$ cat src/inc/irs_pkg.sv
// constants, field layout and carrier types for the initial reset and system config block
// assumes a 200 MHz core clock and a 24-bit cpu memory address space
package irs_pkg;
	// memory-mapped system control registers
	localparam logic [23:0] CFG_BUS_ADDR   = 24'h00ff00;
	localparam logic [23:0] CFG_STACK_ADDR = 24'h00ff01;
	localparam logic [23:0] CFG_WAIT_ADDR  = 24'h00ff02;
	// reset values in microcontroller mode: single chip, chip selects off
	localparam logic [7:0]  CFG_BUS_RST    = 8'h30;
	localparam logic [7:0]  CFG_STACK_RST  = 8'h00;
	localparam logic [7:0]  CFG_WAIT_RST   = 8'h00;
	// field positions
	localparam int          BUS_MODE_BIT   = 6;
	localparam int          CS_EN_LSB      = 0;
	localparam int          CS_EN_W        = 4;
	localparam int          REL_EN_BIT     = 7;
	localparam int          WAIT_LSB       = 4;
	localparam int          WAIT_W         = 3;
	localparam int          CLK_SEL_BIT    = 3;
	localparam int          FOSC_EN_BIT    = 2;
	// reset vector and cpu register initial values
	localparam logic [23:0] VEC_LO_ADDR    = 24'h000000;
	localparam logic [23:0] VEC_HI_ADDR    = 24'h000001;
	localparam logic [7:0]  NEW_BANK_RST   = 8'h01;
	localparam logic [7:0]  PAGE_RST       = 8'h00;
	// oscillation stabilization wait
	localparam int          STAB_WAIT_US   = 250000;
	localparam int          CLK_FREQ_MHZ   = 200;
	localparam int          STAB_CYCLES    = STAB_WAIT_US * CLK_FREQ_MHZ;

	typedef struct packed {
		logic zero;
		logic carry;
		logic overflow;
		logic negative;
		logic decimal;
		logic unpack;
		logic maskLow;
		logic maskHigh;
	} irs_flags_s;

	localparam irs_flags_s FLAGS_RST = '{maskLow: 1'b1, maskHigh: 1'b1, default: 1'b0};

	typedef struct packed {
		logic [7:0] dataPage;
		logic [7:0] indexXPage;
		logic [7:0] indexYPage;
	} irs_pages_s;

	typedef enum logic [5:0] {
		ST_HOLD = 6'b000001,
		ST_STAB = 6'b000010,
		ST_VLO  = 6'b000100,
		ST_VHI  = 6'b001000,
		ST_LOAD = 6'b010000,
		ST_RUN  = 6'b100000
	} irs_state_e;
endpackage

$ cat src/rtl/irs_initial_reset.sv
// initial reset sequencer, cpu reset values and the three system control registers
// assumes rst_n is the external reset pin; cpu core fetches with one-cycle read latency
module irs_initial_reset #(
	parameter int STAB_CYCLES = irs_pkg::STAB_CYCLES
) (
	input  wire logic               core_clk,    // 200 mhz core clock
	input  wire logic               rst_n,       // external reset pin, async
	output logic                    cpuRun,      // cpu may execute
	output logic                    periphRst_n, // peripheral init hold
	output logic                    fetchReq,    // vector read strobe
	output logic [23:0]             fetchAddr,   // vector read address
	input  wire logic [7:0]         fetchData,   // vector byte, next cycle
	output logic [15:0]             progCounter, // loaded program counter
	output logic [7:0]              codeBankCurrent, // code bank register
	output logic [7:0]              newCodeBank, // new code bank register
	output irs_pkg::irs_flags_s     cpuFlags,    // cpu flag reset state
	output irs_pkg::irs_pages_s     cpuPages,    // expand page registers
	input  wire logic [23:0]        memAddr,     // cpu memory address
	input  wire logic               memWr,       // cpu write strobe
	input  wire logic               memRd,       // cpu read strobe
	input  wire logic [7:0]         memWrData,   // cpu write data
	output logic [7:0]              memRdData,   // register read data
	output logic                    memRdHit,    // read data valid
	output logic [7:0]              stackPageBits, // stack page select
	output logic                    cpuClockSelect, // fast clock chosen
	output logic                    fastOscEnable, // fast oscillator on
	output logic [1:0]              regulatorControl, // spare r/w bits
	input  wire logic               waitStart,   // t3 of a bus cycle
	input  wire logic               extAccess,   // cycle targets outside
	output logic                    busWait,     // stretch t3 to t4
	input  wire logic [3:0]         csDecode_n,  // decoded chip selects
	input  wire logic [3:0]         csPortData,  // port data for cs pins
	output logic [3:0]              csPin,       // chip select pin level
	input  wire logic               busRelReqPin_n, // request or port pin
	input  wire logic               busIdle,     // no bus cycle running
	input  wire logic               ackPortData, // port data for ack pin
	output logic                    inputPortPin, // synced port value
	output logic                    busRelAckPin_n, // acknowledge or port
	output logic                    busOe        // addr/data/rd/wr/cs drive
);
	irs_pkg::irs_state_e state_ff;
	irs_pkg::irs_state_e nxt_state;
	logic [2:0]  rstSync_ff;
	logic        released;
	logic [31:0] stabCnt_ff;
	logic [7:0]  vecLo_ff;
	logic [7:0]  cfgBus_ff;
	logic [7:0]  cfgStack_ff;
	logic [7:0]  cfgWait_ff;
	logic        singleChip;
	logic [3:0]  waitCnt_ff;
	logic        waitOk;
	logic [2:0]  reqSync_ff;
	logic        reqLow_ff;
	logic        relHiZ_ff;
	logic        relAck_ff;
	logic        relEn;

	// inserted states are half cycles, so the stretch in core cycles is half of this
	function automatic logic [3:0] waitStates(input logic [2:0] code);
		waitStates = {code, 1'b0};
	endfunction

	function automatic logic hit(input logic [23:0] a, input logic [23:0] b);
		hit = (a == b);
	endfunction

	// reset release passes three flops; the pin may drop at any time
	always_ff @(posedge core_clk or negedge rst_n)
	begin
		if (!rst_n)
			rstSync_ff <= 3'h0;
		else
			rstSync_ff <= {rstSync_ff[1:0], 1'b1};
	end
	assign released = rstSync_ff[1] & rstSync_ff[2];
	assign periphRst_n = released;

	always_comb
	begin
		nxt_state = state_ff;
		case (state_ff)
			irs_pkg::ST_HOLD: if (released) nxt_state = irs_pkg::ST_STAB;
			irs_pkg::ST_STAB:
				if (stabCnt_ff == 32'(STAB_CYCLES - 1)) nxt_state = irs_pkg::ST_VLO;
			irs_pkg::ST_VLO:  nxt_state = irs_pkg::ST_VHI;
			irs_pkg::ST_VHI:  nxt_state = irs_pkg::ST_LOAD;
			irs_pkg::ST_LOAD: nxt_state = irs_pkg::ST_RUN;
			irs_pkg::ST_RUN:  nxt_state = irs_pkg::ST_RUN;
			default:          nxt_state = irs_pkg::ST_HOLD;
		endcase
	end

	// every release walks the vector fetch, never resumes old code
	always_ff @(posedge core_clk or negedge rst_n)
	begin
		if (!rst_n)
			state_ff <= irs_pkg::ST_HOLD;
		else
			state_ff <= nxt_state;
	end

	always_ff @(posedge core_clk or negedge rst_n)
	begin
		if (!rst_n)
			stabCnt_ff <= 32'h0;
		else if (state_ff == irs_pkg::ST_STAB && nxt_state == irs_pkg::ST_STAB)
			stabCnt_ff <= stabCnt_ff + 32'h1;
	end

	assign cpuRun   = (state_ff == irs_pkg::ST_RUN);
	assign fetchReq = (state_ff == irs_pkg::ST_VLO) || (state_ff == irs_pkg::ST_VHI);

	always_ff @(posedge core_clk or negedge rst_n)
	begin
		if (!rst_n)
			fetchAddr <= irs_pkg::VEC_LO_ADDR;
		else if (state_ff == irs_pkg::ST_VLO)
			fetchAddr <= irs_pkg::VEC_HI_ADDR;
		else
			fetchAddr <= irs_pkg::VEC_LO_ADDR;
	end

	// low byte first, high byte second
	always_ff @(posedge core_clk or negedge rst_n)
	begin
		if (!rst_n)
		begin
			vecLo_ff        <= 8'h00;
			progCounter     <= 16'h0000;
			codeBankCurrent <= 8'h00;
		end
		else if (state_ff == irs_pkg::ST_VHI)
			vecLo_ff <= fetchData;
		else if (state_ff == irs_pkg::ST_LOAD)
		begin
			progCounter     <= {fetchData, vecLo_ff};
			codeBankCurrent <= newCodeBank;
		end
	end

	// the core owns these once running; general, stack and base registers and ram stay unreset
	always_ff @(posedge core_clk or negedge rst_n)
	begin
		if (!rst_n)
		begin
			cpuFlags    <= irs_pkg::FLAGS_RST;
			newCodeBank <= irs_pkg::NEW_BANK_RST;
			cpuPages    <= {3{irs_pkg::PAGE_RST}};
		end
		else if (!cpuRun)
		begin
			cpuFlags    <= irs_pkg::FLAGS_RST;
			newCodeBank <= irs_pkg::NEW_BANK_RST;
			cpuPages    <= {3{irs_pkg::PAGE_RST}};
		end
	end

	// writes gated by cpuRun so nothing can alter the reset state early
	always_ff @(posedge core_clk or negedge rst_n)
	begin
		if (!rst_n)
		begin
			cfgBus_ff   <= irs_pkg::CFG_BUS_RST;
			cfgStack_ff <= irs_pkg::CFG_STACK_RST;
			cfgWait_ff  <= irs_pkg::CFG_WAIT_RST;
		end
		else if (memWr && cpuRun)
		begin
			if (hit(memAddr, irs_pkg::CFG_BUS_ADDR)) cfgBus_ff <= memWrData;
			if (hit(memAddr, irs_pkg::CFG_STACK_ADDR)) cfgStack_ff <= memWrData;
			if (hit(memAddr, irs_pkg::CFG_WAIT_ADDR)) cfgWait_ff <= memWrData;
		end
	end

	always_ff @(posedge core_clk or negedge rst_n)
	begin
		if (!rst_n)
		begin
			memRdData <= 8'h00;
			memRdHit  <= 1'b0;
		end
		else
		begin
			memRdHit  <= memRd && (hit(memAddr, irs_pkg::CFG_BUS_ADDR) ||
				hit(memAddr, irs_pkg::CFG_STACK_ADDR) || hit(memAddr, irs_pkg::CFG_WAIT_ADDR));
			if (hit(memAddr, irs_pkg::CFG_BUS_ADDR))
				memRdData <= cfgBus_ff;
			else if (hit(memAddr, irs_pkg::CFG_STACK_ADDR))
				memRdData <= cfgStack_ff;
			else if (hit(memAddr, irs_pkg::CFG_WAIT_ADDR))
				memRdData <= cfgWait_ff;
			else
				memRdData <= 8'h00;
		end
	end

	// field decode
	assign singleChip       = !cfgBus_ff[irs_pkg::BUS_MODE_BIT];
	assign stackPageBits    = cfgStack_ff;
	assign relEn            = cfgWait_ff[irs_pkg::REL_EN_BIT];
	assign cpuClockSelect   = cfgWait_ff[irs_pkg::CLK_SEL_BIT];
	assign fastOscEnable    = cfgWait_ff[irs_pkg::FOSC_EN_BIT];
	assign regulatorControl = cfgWait_ff[1:0];

	always_comb
	begin
		for (int i = 0; i < irs_pkg::CS_EN_W; i++)
		begin
			if (!singleChip && cfgBus_ff[irs_pkg::CS_EN_LSB + i])
				csPin[i] = csDecode_n[i];
			else
				csPin[i] = csPortData[i];
		end
	end

	// slow clock or internal target never stretches; single chip has no outside
	assign waitOk = waitStart && extAccess && cpuClockSelect && !singleChip;

	always_ff @(posedge core_clk or negedge rst_n)
	begin
		if (!rst_n)
			waitCnt_ff <= 4'h0;
		else if (waitOk)
			waitCnt_ff <= waitStates(cfgWait_ff[irs_pkg::WAIT_LSB +: irs_pkg::WAIT_W]) >> 1;
		else if (waitCnt_ff != 4'h0)
			waitCnt_ff <= waitCnt_ff - 4'h1;
	end
	assign busWait = (waitCnt_ff != 4'h0);

	// request pin: three flops, counted once the last two agree
	always_ff @(posedge core_clk or negedge rst_n)
	begin
		if (!rst_n)
		begin
			reqSync_ff <= 3'h7;
			reqLow_ff  <= 1'b0;
		end
		else
		begin
			reqSync_ff <= {reqSync_ff[1:0], busRelReqPin_n};
			if (reqSync_ff[1] == reqSync_ff[2])
				reqLow_ff <= !reqSync_ff[2];
		end
	end
	assign inputPortPin = !reqLow_ff;

	// tristate first, acknowledge a cycle later; undo in reverse order.
	// a request dropped before the acknowledge is undefined for the master
	always_ff @(posedge core_clk or negedge rst_n)
	begin
		if (!rst_n)
		begin
			relHiZ_ff <= 1'b0;
			relAck_ff <= 1'b0;
		end
		else if (relEn && reqLow_ff && cpuRun)
		begin
			if (!relHiZ_ff && busIdle)
				relHiZ_ff <= 1'b1;
			else if (relHiZ_ff)
				relAck_ff <= 1'b1;
		end
		else if (relAck_ff)
			relAck_ff <= 1'b0;
		else
			relHiZ_ff <= 1'b0;
	end
	assign busOe          = !relHiZ_ff;
	assign busRelAckPin_n = relEn ? !relAck_ff : ackPortData;

	a_hold_reset: assert property (@(posedge core_clk) disable iff (!rst_n)
		!released |-> !cpuRun && !fetchReq && !periphRst_n)
		else $error("cpu started before reset release");

	a_stab_full: assert property (@(posedge core_clk) disable iff (!rst_n)
		state_ff == irs_pkg::ST_VLO |-> stabCnt_ff == 32'(STAB_CYCLES - 1))
		else $error("vector fetch before stabilization wait ended");

	a_vector_seq: assert property (@(posedge core_clk) disable iff (!rst_n)
		state_ff == irs_pkg::ST_VLO && fetchAddr == irs_pkg::VEC_LO_ADDR
		|=> fetchReq && fetchAddr == irs_pkg::VEC_HI_ADDR ##1 !fetchReq ##1 cpuRun)
		else $error("reset vector fetch out of order");

	a_pc_load: assert property (@(posedge core_clk) disable iff (!rst_n)
		state_ff == irs_pkg::ST_VHI ##1 state_ff == irs_pkg::ST_LOAD
		|=> progCounter == {$past(fetchData), $past(fetchData, 2)})
		else $error("program counter not loaded from vector");

	a_bank_copy: assert property (@(posedge core_clk) disable iff (!rst_n)
		$rose(cpuRun) |-> codeBankCurrent == irs_pkg::NEW_BANK_RST)
		else $error("code bank not copied from new bank");

	a_cpu_init: assert property (@(posedge core_clk) disable iff (!rst_n)
		!cpuRun |-> cpuFlags == irs_pkg::FLAGS_RST && newCodeBank == irs_pkg::NEW_BANK_RST
		&& cpuPages == {3{irs_pkg::PAGE_RST}})
		else $error("cpu register reset value wrong");

	a_cfg_reset: assert property (@(posedge core_clk) disable iff (!rst_n)
		!cpuRun |-> cfgBus_ff == irs_pkg::CFG_BUS_RST && cfgStack_ff == irs_pkg::CFG_STACK_RST
		&& cfgWait_ff == irs_pkg::CFG_WAIT_RST)
		else $error("config register reset value wrong");

	a_cs_single: assert property (@(posedge core_clk) disable iff (!rst_n)
		singleChip |-> csPin == csPortData)
		else $error("chip select driven in single chip mode");

	a_wait_len: assert property (@(posedge core_clk) disable iff (!rst_n)
		waitOk && cfgWait_ff[6:4] == 3'h3 |=> busWait [*3] ##1 !busWait)
		else $error("wait stretch length wrong");

	a_wait_block: assert property (@(posedge core_clk) disable iff (!rst_n)
		waitStart && (!extAccess || !cpuClockSelect) && !busWait |=> !busWait)
		else $error("wait inserted on internal or slow access");

	a_rel_order: assert property (@(posedge core_clk) disable iff (!rst_n)
		$rose(relAck_ff) |-> !busOe && $past(!busOe))
		else $error("acknowledge before bus tristated");
endmodule

$ cat config.mk
export PLATFORM = sky130hd
export DESIGN_NAME = irs_initial_reset
export DESIGN_NICKNAME = d
export VERILOG_FILES = /design/src/inc/irs_pkg.sv /design/src/rtl/irs_initial_reset.sv
export SDC_FILE = /design/constraint.sdc
export NUM_CORES = 1
export LEC_CHECK = 0
export BUFFER_PORTS_ARGS = -buffer_cell sky130_fd_sc_hd__buf_2
export CORE_MARGIN = 2
export CORE_UTILIZATION = 45
export CTS_BUF_LIST = sky130_fd_sc_hd__clkbuf_8
export DETAILED_ROUTE_END_ITERATION = 7
export GPL_TIMING_DRIVEN = 0
export PLACE_DENSITY = 0.75
export SLEW_MARGIN = 5
export SYNTH_ARGS = -nofsm -noshare
export SYNTH_HDL_FRONTEND = slang
export SYNTH_SLANG_ARGS = --single-unit
$ cat constraint.sdc
create_clock -name core_clk -period 2.41 [get_ports core_clk]
set_input_delay 0.241 -clock core_clk [delete_from_list [all_inputs] [get_ports core_clk]]
set_output_delay 0.241 -clock core_clk [all_outputs]
set_load 0.01 [all_outputs]
==> flow_metrics.tcl, run 1 <==
set metrics [dict create \
    grt_pass1_wl_um 17500 \
    synth_area_leaders "dfrtp_1, buf_4, mux2_2" \
    slew_viol_final 0 \
    yosysTopAreaCell "dfrtp_1" \
    yosysTopAreaCellShare_pct 48.5 \
    ys_types 46 \
    grt_max_degree 63 \
    core_um2 11500 \
    area_growth_pct 23.1 \
    hp-class "in -> reg" \
    drt-wirelength-per-cell_um 12.9 \
    routed_via_density 4.60 \
    synth_seq_cells 110 \
    cp.required_ps 2680 \
    synth_most_common_cell "dfrtp_1" \
    num_rows 39 \
    io_pins 177 \
    synth_top_cells_by_count "dfrtp_1, buf_4, nand2_1" \
    finalNetCount 733 \
    ir_worst_vdd_v 0.000396 \
    clk_latency_ps 390 \
    worstPathArrival_ps 2580 \
    synthFlopType "dfrtp_1" \
    finalSetupViolations 0 \
    num-fill-cells 1002 \
    die_h_um 113 \
    r2r_slack_ps 100 \
    max_stage_delay_ps 510 \
    synth-seq-area-share_pct 51.4 \
    rsz0062_at_grt "false" \
    grt_antenna_before_repair 0 \
    fin_cells 821 \
    wl_um 10600 \
    critPathKind "in -> reg" \
    max-slew-margin-rel_pct 51.7 \
    drcViolationCount 7 \
    first_global_vias 3820 \
    dr_total_vias 3775 \
    synth-async-reset-ratio_pct 100 \
    overflow 0 \
    critPathMostFrequentCell "buf_2" \
    cp_slowest_cell "or4_1" \
    port_buffers 106 \
    cts_num_sinks 110 \
    path_cells "buf_2 -> or4_1 -> nor4_1 -> clkbuf_1 -> and4_1 -> buf_2 -> mux2_2" \
    crit_fanout 10 \
    p_per_area_nw_per_um2 516 \
    yosysWarnings 0 \
    cts_buffers 9 \
    layout-drive-gt1-share_pct 37.6 \
    power.total_w 0.00341 \
    drt_iter0_markers 104 \
    clk_path_buf_depth 2 \
    synth_edf_count 0 \
    period_share_pct 96.0 \
    antenna_cells 0 \
    dpl.hpwl_um 8050 \
    power.leakage_nw 3.53 \
    clock.fmax_mhz 432 \
    grtUsageTotal_pct 16.8 \
    syn_area_um2 5370 \
    dr.pass1.iters 6 \
    status "finished with violations" \
    synth_cells 485 \
    cp-end-kind "flop" \
    die-area_um2 12800 \
    die_width_um 113 \
    start_kind "primary input" \
    gp_congestion 0.840 \
    cts_tree "yes" \
    min_period_ps 2310 \
    numPlacedInstances 804 \
    syn_avg_cell_area_um2 11.1 \
    start_util_pct 46.6 \
    clock-skew-final_ps 13.0 \
    root_buffer "clkbuf_8" \
    cts.clk_slew.worst_paths_ps 110 \
    violations "design-rule violations" \
    drtAntennaViolNets 0 \
    cap_violations 0 \
    h-tree-depth 3 \
    hold_violations 0 \
    worst_pin_slew_ps 718 \
]
[critical path, delay by kind of cell]
kind | cells | cell delay [ps]
buffers and inverters | 3 | 750
muxes | 1 | 360
and+or+nand+nor | 3 | 1240
[registers in the layout (all words and copies together), names as in the netlist, 3 cells and up]
signal,cells
vecLo_ff,8
reqSync_ff,3
cfgWait_ff,8
state_ff,6
memRdData,8
stackPageBits,8
waitCnt_ff,4
rstSync_ff,3
stabCnt_ff,32
progCounter,16
cfgBus_ff,8
[placed cells by master (no fill, tap or decap), drive strengths merged, types with 3 or more instances in the layout]
master and n:
clkbuf 15, nor2b 14, dfrtp 104, nand3 11, nand2 45, nand4 16, or4 3, clkinv 3
and2 4, and4 3, a21oi 13, and3 11, inv 14, nor3 3, nand2b 3, o21ai 3
nor4 5, or4b 3, dfstp 6, xnor2 27, ha 3, nor4b 4, buf 184, nor2 32
conb 71, mux2 46, mux2i 9, xor2 8
[cell type report]
| cell class | instances | area, um^2 | area share (%) |
|---|---|---|---|
| clock buffer | 9 | 124 | 1.87 |
| multi-input combinational | 348 | 2240 | 33.9 |
| buffer | 81 | 583 | 8.82 |
| timing repair buffer | 111 | 596 | 9.01 |
| inverter | 12 | 45.0 | 0.681 |
| tap | 143 | 179 | 2.71 |
| sequential | 110 | 2760 | 41.8 |
| clock inverter | 7 | 80.1 | 1.21 |
[timing repair]
item / 4_1_cts / 5_1_grt
hold buffers: 2 / 0
gates resized for setup: 2 / 5
hold endpoints to repair: 47 / 0
cloned: 0 / 0
pin swaps: 1 / 2
buffers inserted: 1 / 1
endpoints found under the setup margin: 17 / 18
[report_power, final]
group          internal (W)  leakage (nW)  total, W  switching [W]
logic              0.000169          1.99  0.000344       0.000175
registers           0.00189          1.44   0.00191      0.0000285
clock network      0.000495         0.102   0.00115       0.000655
[worst paths after layout]
| check | end | startpoint | cells after the start |
|---|---|---|---|
| worst max-delay path | stackPageBits[0] | memAddr[4] | 7 |
| worst min-delay path | vecLo_ff[1] | fetchData[1] | 3 |
| worst max register to register | stabCnt_ff[31] | state_ff[5] | 6 |
| worst min register to register | reqSync_ff[1] | reqSync_ff[0] | 0 |
| max in group asynchronous | state_ff[0] | rst_n | 3 |
| min in group asynchronous | cfgBus_ff[2] | rst_n | 2 |
[per-layer routing]
layer	vias up	part of all wire [%]	GRT usage [%]
met3	19	6.5	4.82
met4	0	1.9	6.02
li1	1870	-	-
met5	-	0	0
met1	1764	42	20.4
met2	122	49	28.8
[per-stage QoR]
stage                     setup WS (ps)  util, %  hold WS (ps)  TNS, ps  area (um^2)
after global routing               8.38     57.4          32.7        0         6610
after floorplan                    66.9        -         -54.6        0         5630
after CTS                          10.0     57.3          34.6        0         6600
after global placement             -182     55.0           332    -8910         6340
final                              96.6     57.4          46.0        0         6610
after detailed placement           -265     55.3           306    -4590         6370
[kinds of logic (layout without fill, tap and decap cells)]
family                   after synthesis  in the layout  synth area share, %
other                                  2             71                0.140
buffers and inverters                 96            220                 11.9
adder cells (fa/ha/maj)                3              3                0.699
XOR/XNOR                              35             35                 5.85
AO/OA/AOI/OAI                         19             19                 1.91
flip-flops                           110            110                 51.4
AND/OR/NAND/NOR                      165            165                 16.8
multiplexers                          55             55                 11.3
Note: power is estimated with default switching activity, not from simulation.
==> run 2, diff against run 1 <==
PLACE_DENSITY = 0.74   (was 0.75)
==> run 2 against run 1 <==
Net effect: the run still ends with design-rule violations left; via count up 1.4%; count of clock-buffer cells in the layout unchanged; first-iteration DRC count up 2.9%; core utilization down 0.18 points; largest cell class unchanged; critical path depth unchanged; total power down 2.2%; largest power group unchanged.
==> flow_metrics.tcl, run 2 (synthesis results as in run 1) <==
set metrics [dict create \
    routed_via_density 4.66 \
    h-tree-depth 3 \
    core_um2 11500 \
    power.total_w 0.00333 \
    cap_violations 0 \
    met3_usage_pct 4.34 \
    grt_max_degree 63 \
    overflow 0 \
    cp-end-kind "flop" \
    largest_reg_flops 32 \
    io_pins 177 \
    antenna_cells 0 \
    drt-wirelength-per-cell_um 12.6 \
    clock-skew-final_ps 7.66 \
    cts.clk_slew.worst_paths_ps 110 \
    layout_commonest_cell "buf_2" \
    status "finished with violations" \
    die_h_um 113 \
    hold_violations 0 \
    regMostFlops "stabCnt_ff" \
    layout-drive-gt1-share_pct 37.3 \
    root_buffer "clkbuf_8" \
    dr.pass1.iters 6 \
    cts_num_sinks 110 \
    port_buffers 106 \
    reg_top3 "stabCnt_ff (32), progCounter (16)" \
    finalSetupViolations 0 \
    dr_total_vias 3828 \
    start_kind "primary input" \
    power.leakage_nw 3.53 \
    crit_fanout 10 \
    grt_util_met1_pct 19.9 \
    violations "design-rule violations" \
    critPathKind "in -> reg" \
    start_util_pct 46.6 \
    grtUsageTotal_pct 16.3 \
    clk_path_buf_depth 2 \
    clk_latency_ps 370 \
    clock.fmax_mhz 444 \
    max-slew-margin-rel_pct 48.5 \
    r2r.worst_path.cells 6 \
    final_cell_mix "buf_2, dfrtp_1, buf_4" \
    die_width_um 113 \
    cts_tree "yes" \
    worst_pin_slew_ps 769 \
    worstPathArrival_ps 2510 \
    grt_pass1_wl_um 17000 \
    num_rows 39 \
    area_growth_pct 22.7 \
    ir_worst_vdd_v 0.000279 \
    p_per_area_nw_per_um2 506 \
    clockPowerShare_pct 32.1 \
    cp.required_ps 2670 \
    grt_antenna_before_repair 0 \
    wl_um 10400 \
    hp-class "in -> reg" \
    period_share_pct 93.6 \
    cellInternalPower_w 0.00246 \
    p_switching_w 0.000873 \
    whs_path_depth 3 \
    rsz0062_at_grt "false" \
    grtUsageMet2_pct 27.7 \
    p_comb_share_pct 10.4 \
    p_seq_share_pct 57.6 \
    slew_viol_final 0 \
    gr-max-usage-layer "met2" \
    first_global_vias 3745 \
    dpl.hpwl_um 7790 \
    drtAntennaViolNets 0 \
    die-area_um2 12800 \
    drcViolationCount 10 \
    min_period_ps 2250 \
    final_core_util_pct 57.2 \
    gp_congestion 0.842 \
    swShare_pct 26.2 \
    cts_buffers 9 \
    drt_iter0_markers 107 \
    finalNetCount 733 \
]
==> run 2: critical path: stages <==
cell	delay [ps]
buf_2	90
or4_1	520
nor4_1	420
clkbuf_1	390
and4_1	240
buf_2	240
mux2_2	360
==> run 2: layout make-up <==
| cell class | count | area, um^2 |
|---|---|---|
| Inverter | 12 | 45.0 |
| Clock buffer | 9 | 124 |
| Timing Repair Buffer | 111 | 596 |
| Fill cell | 970 | 4930 |
| Tap cell | 143 | 179 |
| Clock inverter | 7 | 62.6 |
| Sequential cell | 110 | 2760 |
| Buffer | 81 | 583 |
| Multi-Input combinational cell | 348 | 2240 |
==> run 2: routing by layer <==
layer	vias to the layer above	part of all wire [%]
li1	1867	-
met5	-	0
met4	0	1.5
met1	1819	41
met2	127	51
met3	15	6.6
==> run 2: worst paths after layout <==
kind                       slack [ps]          endpoint          start
hold reg to reg                   360     reqSync_ff[1]  reqSync_ff[0]
min in group asynchronous         430  stackPageBits[2]          rst_n
hold / removal                     60       vecLo_ff[0]   fetchData[0]
setup / recovery                  160  stackPageBits[7]     memAddr[4]
max in group asynchronous        1230     reqSync_ff[1]          rst_n
setup reg to reg                  170    stabCnt_ff[31]    state_ff[2]
==> run 2: through the flow <==
step / setup slack, ps / instance area, um^2 / std cells / hold WS [ps] / TNS (ps)
detailed placement: -247 / 6370 / 804 / 310 / -4570
floorplan: 66.9 / 5630 / 554 / -54.6 / 0
CTS: 1.75 / 6570 / 820 / 40.5 / 0
global placement: -189 / 6340 / 803 / 333 / -9840
global route: 10.3 / 6590 / 821 / 46.4 / 0
finish: 155 / 6590 / 821 / 64.2 / 0
==> run 2: power by group through the flow <==
| stage | clock network, W | registers [W] | logic, W |
|---|---|---|---|
| 2_1_floorplan | 0 | 0.00195 | 0.000211 |
| 3_3_place_gp | 0 | 0.00195 | 0.000321 |
| 3_5_place_dp | 0 | 0.00195 | 0.000340 |
| 4_1_cts | 0.00112 | 0.00192 | 0.000343 |
| 5_1_grt | 0.00119 | 0.00192 | 0.000385 |
| 6_report | 0.00107 | 0.00192 | 0.000346 |
==> run 2: repair_timing <==
action / 4_1_cts / 5_1_grt
pin swaps: 1 / 3
setup endpoints to repair: 17 / 18
endpoints found under the hold margin: 47 / 0
gates cloned: 0 / 0
hold buffers: 2 / 0
setup buffers: 1 / 1
resized for setup: 1 / 4
==> run 3, diff against run 2 <==
HOLD_SLACK_MARGIN = 0.15   (was not set)
==> run 3 against run 2 <==
Net effect: the flow still finishes with violations (design-rule violations); critical path type unchanged; cell area up 2.7%; via count up 2.4%; die area unchanged; worst setup slack better by 4.6 ps; combinational power up 6.6%; register-to-register slack about the same; global-route usage up 0.77 points; critical path depth unchanged; clock skew up 1.3 ps.
==> flow_metrics.tcl, run 3 (synthesis results as in run 1) <==
set metrics [dict create \
    h-tree-depth 3 \
    p_per_area_nw_per_um2 496 \
    cap_violations 0 \
    r2r_slack_ps 160 \
    path_cells "buf_2 -> or4_1 -> nor4_1 -> clkbuf_1 -> and4_1 -> buf_2 -> mux2_2" \
    critPathKind "in -> reg" \
    min_to "waitCnt_ff[0]" \
    hold_violations 0 \
    cp_top_family "simple AND/OR/NAND/NOR gates" \
    start_util_pct 46.6 \
    p_comb_share_pct 11.0 \
    io_pins 177 \
    num-fill-cells 934 \
    root_buffer "clkbuf_8" \
    dpl.hpwl_um 7790 \
    crit_fanout 10 \
    dr_total_vias 3921 \
    max-slew-margin-rel_pct 50.9 \
    grt_pass1_wl_um 17700 \
    die_width_um 113 \
    place_worst_setup_slack_ps -247 \
    start_kind "primary input" \
    path_buf_inv 3 \
    clock.fmax_mhz 444 \
    clock-skew-final_ps 8.99 \
    cts_num_sinks 110 \
    swShare_pct 26.2 \
    slew_viol_final 0 \
    cellInternalPower_w 0.00248 \
    routed_via_density 4.67 \
    critPathMostFrequentCell "buf_2" \
    rsz0062_at_grt "false" \
    die_h_um 113 \
    clockPowerShare_pct 31.9 \
    cp_slowest_cell "or4_1" \
    cp.required_ps 2670 \
    dr.pass1.iters 6 \
    grt_antenna_before_repair 0 \
    regMostFlops "stabCnt_ff" \
    grt_max_degree 63 \
    period_share_pct 93.4 \
    layout_commonest_cell "buf_2" \
    drt-wirelength-per-cell_um 12.9 \
    final_cell_mix "buf_2, dfrtp_1, buf_4" \
    hp-start "waitStart" \
    ir_worst_vdd_v 0.000282 \
    area_growth_pct 26.1 \
    clk_latency_ps 370 \
    gp_congestion 0.842 \
    design_area_um2 6770 \
    layout-drive-gt1-share_pct 36.4 \
    drtAntennaViolNets 0 \
    violations "design-rule violations" \
    cp-end-kind "flop" \
    worst_pin_slew_ps 737 \
    port_buffers 106 \
    overflow 0 \
    grtUsageTotal_pct 17.1 \
    cts.clk_slew.worst_paths_ps 100 \
    finalSetupViolations 0 \
    reg_top3 "stabCnt_ff (32), progCounter (16)" \
    status "finished with violations" \
    p_seq_share_pct 57.1 \
    min_period_ps 2250 \
    largest_reg_flops 32 \
    cts_tree "yes" \
    drcViolationCount 10 \
    hp-class "in -> reg" \
    power.leakage_nw 3.61 \
    clk_path_buf_depth 2 \
    die-area_um2 12800 \
    place_area_um2 6370 \
    r2r_start "state_ff[2]" \
    cts_buffers 9 \
    first_global_vias 3908 \
    max_stage_delay_ps 520 \
    drt_iter0_markers 125 \
    r2r_end "cfgWait_ff[4]" \
    r2r.worst_path.cells 5 \
    worstPathArrival_ps 2510 \
    antenna_cells 0 \
    core_um2 11500 \
    wl_um 10800 \
    finalNetCount 751 \
    num_rows 39 \
    p_switching_w 0.000881 \
    whs_path_depth 3 \
    fin_ws_ps 160 \
]
-- run 3: changes by cell type in the layout (fill, tap and decap cells not counted), sizes merged --
| cell | previous run | this run |
|---|---|---|
| dlygate4sd3 | 2 | 20 |
-- run 3: power groups by stage --
| stage | combinational (W) | sequential [W] | clock [W] |
|---|---|---|---|
| 5_1_grt | 0.000410 | 0.00192 | 0.00119 |
| 2_1_floorplan | 0.000211 | 0.00195 | 0 |
| 3_5_place_dp | 0.000340 | 0.00195 | 0 |
| 6_report | 0.000369 | 0.00192 | 0.00107 |
| 3_3_place_gp | 0.000321 | 0.00195 | 0 |
| 4_1_cts | 0.000366 | 0.00192 | 0.00112 |
-- run 3: worst max-delay path by stage --
stage / from / end / slack, ps / depth (start not counted)
after floorplan: state_ff[2] / stabCnt_ff[31] / 70 / 6
after global placement: memAddr[4] / stackPageBits[1] / -190 / 7
after detailed placement: memAddr[4] / stackPageBits[5] / -250 / 7
after CTS: state_ff[2] / cfgWait_ff[4] / 2 / 5
after global routing: state_ff[5] / stabCnt_ff[30] / 10 / 6
final: memAddr[4] / stackPageBits[7] / 160 / 7
-- run 3: area by class of cell --
type	instances	area (um^2)	share of cell area, %
plain buffers	81	583	8.61
clock buffers	9	124	1.83
clock inverters	7	62.6	0.924
inverters	12	45.0	0.665
multi-input cells	348	2240	33.1
flip-flops and latches	110	2760	40.8
well taps	143	179	2.64
repair buffers	129	776	11.5
-- run 3: per-layer routing --
metal  routed length, um  GRT usage (%)  vias up
met3                 681           4.12       19
li1                    -              -     1906
met4                 177           6.26        0
met2                5520           29.9      136
met1                4450           20.5     1860
met5                   0              0        -
-- run 3: what timing repair did --
action / 4_1_cts / 5_1_grt
endpoints found under the setup margin: 17 / 18
hold endpoints to repair: 89 / 0
hold buffers: 20 / 0
pin swaps: 1 / 3
setup buffers: 1 / 1
gates resized for setup: 1 / 4
-- run 3: worst min-delay path: cells and delay by family --
kind	cells	cell delay [ps]
buffers and inverters	1	100
AND/OR/NAND/NOR	1	190
AO/OA/AOI/OAI	1	90
-- run 3: through the flow --
| stage | cells | TNS [ps] | util, % | power [W] | hold WS, ps |
|---|---|---|---|---|---|
| after floorplan | 554 | 0 | - | 0.00216 | -54.6 |
| after global placement | 803 | -9840 | 55.0 | 0.00227 | 333 |
| after detailed placement | 804 | -4570 | 55.3 | 0.00229 | 310 |
| after CTS | 838 | 0 | 58.6 | 0.00340 | 271 |
| after global routing | 839 | 0 | 58.8 | 0.00352 | 285 |
| final | 839 | 0 | 58.8 | 0.00336 | 292 |
